### src/shared/rbh_pkg.sv
// Shared constants and carrier types of the byte-wide clock host port.
`default_nettype none
package rbh_pkg;
    localparam int unsigned ADDR_W      = 5;
    localparam int unsigned DATA_W      = 8;
    localparam int unsigned REG_COUNT   = 17;
    localparam logic [4:0]  CTRL_B_ADDR = 5'h0F;
    localparam int unsigned XTAL_SEL_BIT = 0;
    localparam logic [7:0]  REG_RESET   = 8'h00;

    typedef struct packed {
        logic       sel_n;
        logic       wr_n;
        logic [4:0] addr;
        logic [7:0] wdata;
    } rbh_bus_t;

    typedef struct packed {
        logic       pull_low;
        logic       oe;
    } rbh_od_t;
endpackage : rbh_pkg
`default_nettype wire

### src/logic/rbh_host_port.sv
// Byte-wide host access port: gating, data bus steering and open-drain outputs.
`default_nettype none
////////////////////////////////////////////////////////////////////////////////
// Function
// - Write strobe rising edge stores bus data.
// - Select low required; else bus ignored.
// - Supply good: reads and writes work.
// - Supply low: all accesses blocked.
// - Reset output asserted: accesses refused.
// - One eight-bit word per access.
// - Control B bit selects crystal load.
// - SRAM enable sourced from its input.
// - Reset output open-drain, low only.
// - Interrupt output open-drain, low only.
// - Power-on request open-drain, low only.
// - Five-bit address picks one of 17.
// - Supply fail forces SRAM enable high.
module rbh_host_port
    import rbh_pkg::*;
(
    // Clock and reset
    input  wire logic              clk,
    input  wire logic              sys_rst,
    // Host bus pins
    input  wire logic              dev_sel_n,
    input  wire logic              write_n,
    input  wire logic [ADDR_W-1:0] register_address,
    input  wire logic [DATA_W-1:0] data_bus_in,
    output logic      [DATA_W-1:0] data_bus_out,
    output logic                   data_bus_oe,
    // Supply and internal event levels
    input  wire logic              supply_ok,
    input  wire logic              reset_req,
    input  wire logic              irq_req,
    input  wire logic              power_req,
    // External SRAM enable
    input  wire logic              sram_enable_in_n,
    output logic                   sram_enable_out_n,
    // Open-drain outputs
    output logic                   reset_out,
    output logic                   reset_oe,
    output logic                   irq_out,
    output logic                   irq_oe,
    output logic                   power_on_request_n,
    output logic                   power_on_request_oe,
    // Oscillator load select
    output logic                   xtal_load_12p5
);
    ////////////////////////////////////////////////////////////////////////////
    // Pin synchronisers; first stage read only by the second.
    rbh_bus_t bus_s1_ff, bus_s2_ff, nxt_bus_s1, nxt_bus_s2;
    logic     sup_s1_ff, sup_s2_ff, sce_s1_ff, sce_s2_ff;
    logic     rst_s1_ff, rst_s2_ff, irq_s1_ff, irq_s2_ff, pwr_s1_ff, pwr_s2_ff;
    logic     wr_d_ff, nxt_wr_d;

    always_comb begin
        nxt_bus_s1 = '{sel_n: dev_sel_n, wr_n: write_n, addr: register_address, wdata: data_bus_in};
        nxt_bus_s2 = bus_s1_ff;
        nxt_wr_d   = bus_s2_ff.wr_n;
    end

    always_ff @(posedge clk) begin
        if (sys_rst) begin
            bus_s1_ff <= '{sel_n: 1'b1, wr_n: 1'b1, addr: '0, wdata: REG_RESET};
            bus_s2_ff <= '{sel_n: 1'b1, wr_n: 1'b1, addr: '0, wdata: REG_RESET};
            wr_d_ff   <= 1'b1;
            {sup_s1_ff, sup_s2_ff, sce_s1_ff, sce_s2_ff} <= 4'hF;
            {rst_s1_ff, rst_s2_ff, irq_s1_ff, irq_s2_ff, pwr_s1_ff, pwr_s2_ff} <= 6'h00;
        end else begin
            bus_s1_ff <= nxt_bus_s1;
            bus_s2_ff <= nxt_bus_s2;
            wr_d_ff   <= nxt_wr_d;
            {sup_s1_ff, sup_s2_ff} <= {supply_ok, sup_s1_ff};
            {sce_s1_ff, sce_s2_ff} <= {sram_enable_in_n, sce_s1_ff};
            {rst_s1_ff, rst_s2_ff} <= {reset_req, rst_s1_ff};
            {irq_s1_ff, irq_s2_ff} <= {irq_req, irq_s1_ff};
            {pwr_s1_ff, pwr_s2_ff} <= {power_req, pwr_s1_ff};
        end
    end

    ////////////////////////////////////////////////////////////////////////////
    // Access gating. The write lands once, on the rising strobe edge, so that
    // data settling during a long low strobe cannot leave a partial value.
    logic access_ok, wr_en, rd_act;
    always_comb begin
        access_ok = sup_s2_ff && !rst_s2_ff && !bus_s2_ff.sel_n;
        wr_en     = access_ok && bus_s2_ff.wr_n && !wr_d_ff;
        rd_act    = access_ok && bus_s2_ff.wr_n;
    end

    logic [DATA_W-1:0] rdata, ctrl_b;
    rbh_regmem u_mem (
        .clk     (clk),
        .sys_rst (sys_rst),
        .wr_en   (wr_en),
        .addr    (bus_s2_ff.addr),
        .wdata   (bus_s2_ff.wdata),
        .rdata   (rdata),
        .ctrl_b  (ctrl_b)
    );

    ////////////////////////////////////////////////////////////////////////////
    // Output registers.
    logic oe_ff, nxt_oe, ceo_ff, nxt_ceo;
    always_comb begin
        nxt_oe  = rd_act;
        nxt_ceo = sup_s2_ff ? sce_s2_ff : 1'b1;
    end

    always_ff @(posedge clk) begin
        if (sys_rst) begin
            oe_ff  <= 1'b0;
            ceo_ff <= 1'b1;
        end else begin
            oe_ff  <= nxt_oe;
            ceo_ff <= nxt_ceo;
        end
    end

    assign data_bus_out        = rdata;
    assign data_bus_oe         = oe_ff;
    assign sram_enable_out_n   = ceo_ff;
    assign xtal_load_12p5      = ctrl_b[XTAL_SEL_BIT];
    assign reset_out           = 1'b0;
    assign reset_oe            = rst_s2_ff;
    assign irq_out             = 1'b0;
    assign irq_oe              = irq_s2_ff;
    assign power_on_request_n  = 1'b0;
    assign power_on_request_oe = pwr_s2_ff;

    ////////////////////////////////////////////////////////////////////////////
    // Checks.
    AST_NO_DRIVE_SUPPLY_LOW: assert property (@(posedge clk) disable iff (sys_rst)
        !sup_s2_ff |=> !data_bus_oe) else $error("Bus driven with supply low");
    AST_NO_DRIVE_IN_RESET: assert property (@(posedge clk) disable iff (sys_rst)
        rst_s2_ff |=> !data_bus_oe) else $error("Bus driven during reset output");
    AST_NO_DRIVE_DESELECT: assert property (@(posedge clk) disable iff (sys_rst)
        bus_s2_ff.sel_n |=> !data_bus_oe) else $error("Bus driven while deselected");
    AST_NO_DRIVE_WRITE: assert property (@(posedge clk) disable iff (sys_rst)
        !bus_s2_ff.wr_n |=> !data_bus_oe) else $error("Bus driven during write");
    AST_READ_DRIVES: assert property (@(posedge clk) disable iff (sys_rst)
        (sup_s2_ff && !rst_s2_ff && !bus_s2_ff.sel_n && bus_s2_ff.wr_n) |=> data_bus_oe)
        else $error("Read not driven");
    AST_CEO_FAIL_HIGH: assert property (@(posedge clk) disable iff (sys_rst)
        !sup_s2_ff |=> sram_enable_out_n) else $error("SRAM enable not forced high");
    AST_CEO_FOLLOWS: assert property (@(posedge clk) disable iff (sys_rst)
        sup_s2_ff |=> sram_enable_out_n == $past(sce_s2_ff)) else $error("SRAM enable not following");
    AST_OD_LOW_ONLY: assert property (@(posedge clk) disable iff (sys_rst)
        !reset_out && !irq_out && !power_on_request_n) else $error("Open drain driven high");
    AST_IRQ_PULL: assert property (@(posedge clk) disable iff (sys_rst)
        irq_oe == irq_s2_ff) else $error("Interrupt pull mismatch");
endmodule : rbh_host_port
`default_nettype wire

### src/logic/rbh_regmem.sv
// Small register memory holding the addressable locations, registered read.
`default_nettype none
module rbh_regmem
    import rbh_pkg::*;
(
    // Clock and reset
    input  wire logic              clk,
    input  wire logic              sys_rst,
    // Access
    input  wire logic              wr_en,
    input  wire logic [ADDR_W-1:0] addr,
    input  wire logic [DATA_W-1:0] wdata,
    output logic      [DATA_W-1:0] rdata,
    output logic      [DATA_W-1:0] ctrl_b
);
    logic [DATA_W-1:0] mem_ff [REG_COUNT];
    logic [DATA_W-1:0] rdata_ff;
    logic [DATA_W-1:0] nxt_rdata;

    always_comb begin
        nxt_rdata = REG_RESET;
        if (32'(addr) < REG_COUNT) begin
            nxt_rdata = mem_ff[addr];
        end
    end

    always_ff @(posedge clk) begin
        if (sys_rst) begin
            rdata_ff <= REG_RESET;
            for (int i = 0; i < int'(REG_COUNT); i++) begin
                mem_ff[i] <= REG_RESET;
            end
        end else begin
            rdata_ff <= nxt_rdata;
            if (wr_en && 32'(addr) < REG_COUNT) begin
                mem_ff[addr] <= wdata;
            end
        end
    end

    assign rdata  = rdata_ff;
    assign ctrl_b = mem_ff[CTRL_B_ADDR];
endmodule : rbh_regmem
`default_nettype wire

### config.mk
export PLATFORM = sky130hd
export DESIGN_NAME = rbh_host_port
export DESIGN_NICKNAME = d
export VERILOG_FILES = /design/src/shared/rbh_pkg.sv /design/src/logic/rbh_host_port.sv /design/src/logic/rbh_regmem.sv
export SDC_FILE = /design/constraint.sdc
export NUM_CORES = 1
export LEC_CHECK = 0
export BUFFER_PORTS_ARGS = -buffer_cell sky130_fd_sc_hd__buf_2
export CAP_MARGIN = 0
export CORE_UTILIZATION = 55
export CTS_CLUSTER_DIAMETER = 120
export CTS_CLUSTER_SIZE = 8
export DETAILED_ROUTE_END_ITERATION = 7
export PLACE_DENSITY = 0.75
export SYNTH_ARGS = -nofsm -noshare
export SYNTH_HDL_FRONTEND = slang
export SYNTH_HIERARCHICAL = 1
export SYNTH_SLANG_ARGS = --single-unit
### constraint.sdc
create_clock -name clk -period 3 [get_ports clk]
set_clock_uncertainty 0.15 [all_clocks]
set_input_delay 0.3 -clock clk [delete_from_list [all_inputs] [get_ports clk]]
set_output_delay 0.3 -clock clk [all_outputs]
set_load 0.01 [all_outputs]
==> run summary <==
The run finished with clean final reports. The floorplan die width is 153 um. The final cycle utilization of the critical path came out at 87.2%.

After clock tree synthesis, the clock-pin slew on the worst setup and hold paths is 0.05 ns. The top-level I/O count came out at 39. Traced cell by cell, the critical path runs through o41ai_2 > nand4bb_1 > buf_4 > nor3_4 > or2_2.

The filler cell count came out at 1521. The summed instance area of the synthesized netlist came out at 12600 um^2. The routed wirelength normalized by instance count is approximately 20 um. STA classifies the critical path startpoint as a flop. The die covers around 23000 um^2. The number of max-slew violations in the final report came out at 0.

Entering global routing, the biggest net connects 70 pins. The number of antenna cells inserted came out at 0. In this run the deepest clock path goes through 3 buffers. The first global-routing pass estimated 41100 um of wire. The post-detailed-route DRC marker count came out at 0. Compared with the post-synthesis result, the final layout area differs by 18.3%.

The congestion estimate from routability-driven global placement came to approximately 0.8. The reported max-cap violation count came out at 0. The wire length after detailed routing came out at 26700 um. Clock latency on the worst-skew pair, taken at its later pin, is 0.51 ns.

TritonCTS built the clock tree. The post-layout minimum cycle time came out at 2.61 ns. The sum of internal, switching and leakage power is 9.75 mW. The detail route stage leaves a number of antenna-violating nets equal to 0. The number of instances in the synthesized netlist came out at 822.

The via count of the first global-routing pass is 7258. The count of flip-flops with a built-in enable after synthesis is 256. The placement row count came out at 54. For this design the ratio of total power to cell area is 655 nW/um^2.

The slowest stage of the critical path is the dfxtp_1 cell. The data required time of the critical path came out at 3.05 ns. The share of flip-flops with an asynchronous set or reset after synthesis came out at 0%.

The top cell type by area accounts for 61.1% of the synthesized area. For the final routed database, the setup TNS stands at 0 ns. Once the floorplan was initialized, standard cells occupied 56.9% of the core. The initial antenna violation count is 0.

The number of warnings reported in the yosys synthesis log came out at 6. The fraction of layout instances using a drive strength above 1 is 14.7%. Setup repair after global routing left no endpoint under its margin. The number of hold-slack violations in the final timing report is 0. The via total after detailed routing is 7175. The number of sinks driven by the clock tree is 307. The die height came out at 153 um.

The largest total area in the synthesized netlist belongs to edfxtp_1. The residual overflow from global routing came out at 0. Measured against its own limit, the worst slew margin works out to 19.8%. The starting DRC count in detailed routing is about 560.

In this design, the stage delay of the slowest critical-path cell is 0.48 ns. In this run the tool buffered the top-level ports with 35 buffer cells. The maximum net fanout on the critical path is 19. The class of the tightest hold or removal check is reg -> reg. The synthesized design contains slightly above 300 register bits. The post-CTS setup buffer count is 0. In the post-synthesis netlist, the biggest area contributors are edfxtp_1 61%, mux2i_1 8.8%, dfxtp_1 8.1%.

The post-placement cell area is 13400 um^2. The highest clock rate is 0.382 GHz. The CTS buffer count came out at 44. The sequential fraction of the synthesis area is roughly 69%. In this run the clock root is driven by a clkbuf_16.

The element type at the critical path end is a flop. The kind of critical path is reg -> reg. The wire-length estimate of the detail-placed layout is 16900 um. The first TritonRoute pass finished after 5 iterations. The most used flip-flop cell after synthesis is edfxtp_1. The final number of setup-violating endpoints is 0. Using the TritonRoute via totals, the vias-per-cell ratio works out to 5.41. Yosys mapped the design onto 39 distinct sky130hd cell types. The static power due to leakage is 5.48 nW.

The final layout contains 1039 nets. The peak ir drop on the vdd network is ~0.00053 V. A synthesized cell averages 15.3 um^2.

In the global route stage, overall resource usage came out at 23.6%. The floorplan core area is 22100 um^2. The cell area after layout came out at 14900 um^2. The number of H-tree branching levels is 2.

The arrival time reported for the critical path endpoint is 2.66 ns. For the pin with the worst max-slew slack, the measured transition is 1.20 ns.
-- per-layer routing --
layer  GRT usage (%)  share of wire, %  vias to the layer above
met2            38.3                48                      289
li1                -                 -                     3321
met1            31.7                42                     3495
met4            9.09               3.3                        0
met3            4.45               7.2                       70
met5               0                 0                        -
-- cells in the mapped netlist, drive strengths merged, types with 3 or more instances --
cell / number
and2: 137
mux4: 9
nor4: 16
clkbuf: 14
edfxtp: 256
or2: 26
nor2b: 33
nor3: 9
buf: 39
dfxtp: 51
nand2: 12
nand4b: 3
or4b: 4
a31oi: 8
nand4bb: 7
mux2i: 110
o22ai: 47
nor2: 28
-- through the flow --
stage	std cells	hold slack, ns	utilization, %	setup WS (ns)
final	1327	0.248	67.4	0.385
after global routing	1327	0.276	67.4	0.247
after CTS	1327	0.252	67.4	0.407
after detailed placement	1231	0.241	60.8	0.449
after global placement	1231	0.238	60.8	0.556
after floorplan	943	0.208	-	0.921
-- repair_timing --
item	CTS	global route
resized for setup	0	0
setup endpoints to repair	0	0
endpoints found under the hold margin	20	0
hold buffers	20	0
-- area by class of cell --
cell class | instances | area (um^2) | area share, %
inverter | 2 | 7.51 | 0.0504
sequential | 307 | 8710 | 58.6
timing repair buffer | 81 | 583 | 3.92
multi-input combinational | 581 | 3980 | 26.8
tap | 280 | 350 | 2.35
clock buffer | 75 | 1240 | 8.32
clock inverter | 1 | 7.51 | 0.0504
-- flip-flops by register name (all words and copies together), names as in the netlist --
| signal | flops |
|---|---|
| wr_d_ff | 1 |
| irq_s1_ff | 1 |
| rst_s1_ff | 1 |
| sce_s2_ff | 1 |
| power_on_request_oe | 1 |
| pwr_s1_ff | 1 |
| sup_s1_ff | 1 |
| nxt_wr_d | 1 |
| irq_oe | 1 |
| u_mem/mem_ff | 256 |
| bus_s2_ff | 14 |
| sup_s2_ff | 1 |
| sce_s1_ff | 1 |
| data_bus_oe | 1 |
| reset_oe | 1 |
| u_mem/rdata | 8 |
| bus_s1_ff | 15 |
| sram_enable_out_n | 1 |
-- logic make-up (layout without fill, tap and decap cells) --
group	count (synthesis)	count (layout)	synth area share, %
flops	307	307	69.3
simple gates	282	282	14.6
other cells	2	123	0.0597
mux	119	119	10.4
compound gates	57	57	2.99
buf+inv	55	159	2.70
-- worst max-delay path, delay by kind of cell (launching register included) --
family                 cells  cell delay (ns)
and+or+nand+nor            3             1.01
DFF                        1             0.48
AOI/OAI and AO/OA          1             0.33
buffers and inverters      1             0.33
-- placed cells by master (no fill, tap or decap), types with 2 or more instances in the layout --
cell type and count:
a31oi_1 8, and2_1 137, buf_2 35, buf_4 25, clkbuf_1 30, clkbuf_16 45
conb_1 123, dfxtp_1 49, dlygate4sd3_1 20, edfxtp_1 256, mux2i_1 110, mux4_2 9
nand2_1 12, nand2b_1 2, nand4b_1 2, nand4bb_1 7, nor2_1 27, nor2b_1 33
nor3_2 2, nor3_4 6, nor4_1 15, o22ai_1 46, or2_1 9, or2_2 17
or4b_4 4
-- path summary, 6_finish.rpt --
| check | slack [ns] | from | cells after the start | to |
|---|---|---|---|---|
| setup / recovery | 0.39 | bus_s2_ff[11] | 5 | u_mem/mem_ff[4][4] |
| hold / removal | 0.25 | sup_s2_ff | 1 | sram_enable_out_n |
| setup reg to reg | 0.39 | bus_s2_ff[11] | 5 | u_mem/mem_ff[4][4] |
| hold reg to reg | 0.25 | sup_s2_ff | 1 | sram_enable_out_n |
-- report_power, final --
part           switching [mW]  leakage [nW]  total (mW)  internal (mW)
sequential             0.0884          3.01        4.92           4.83
clock                    1.64         0.590        4.40           2.76
combinational           0.259          1.89       0.427          0.169
Note: power is estimated with default switching activity, not from simulation.
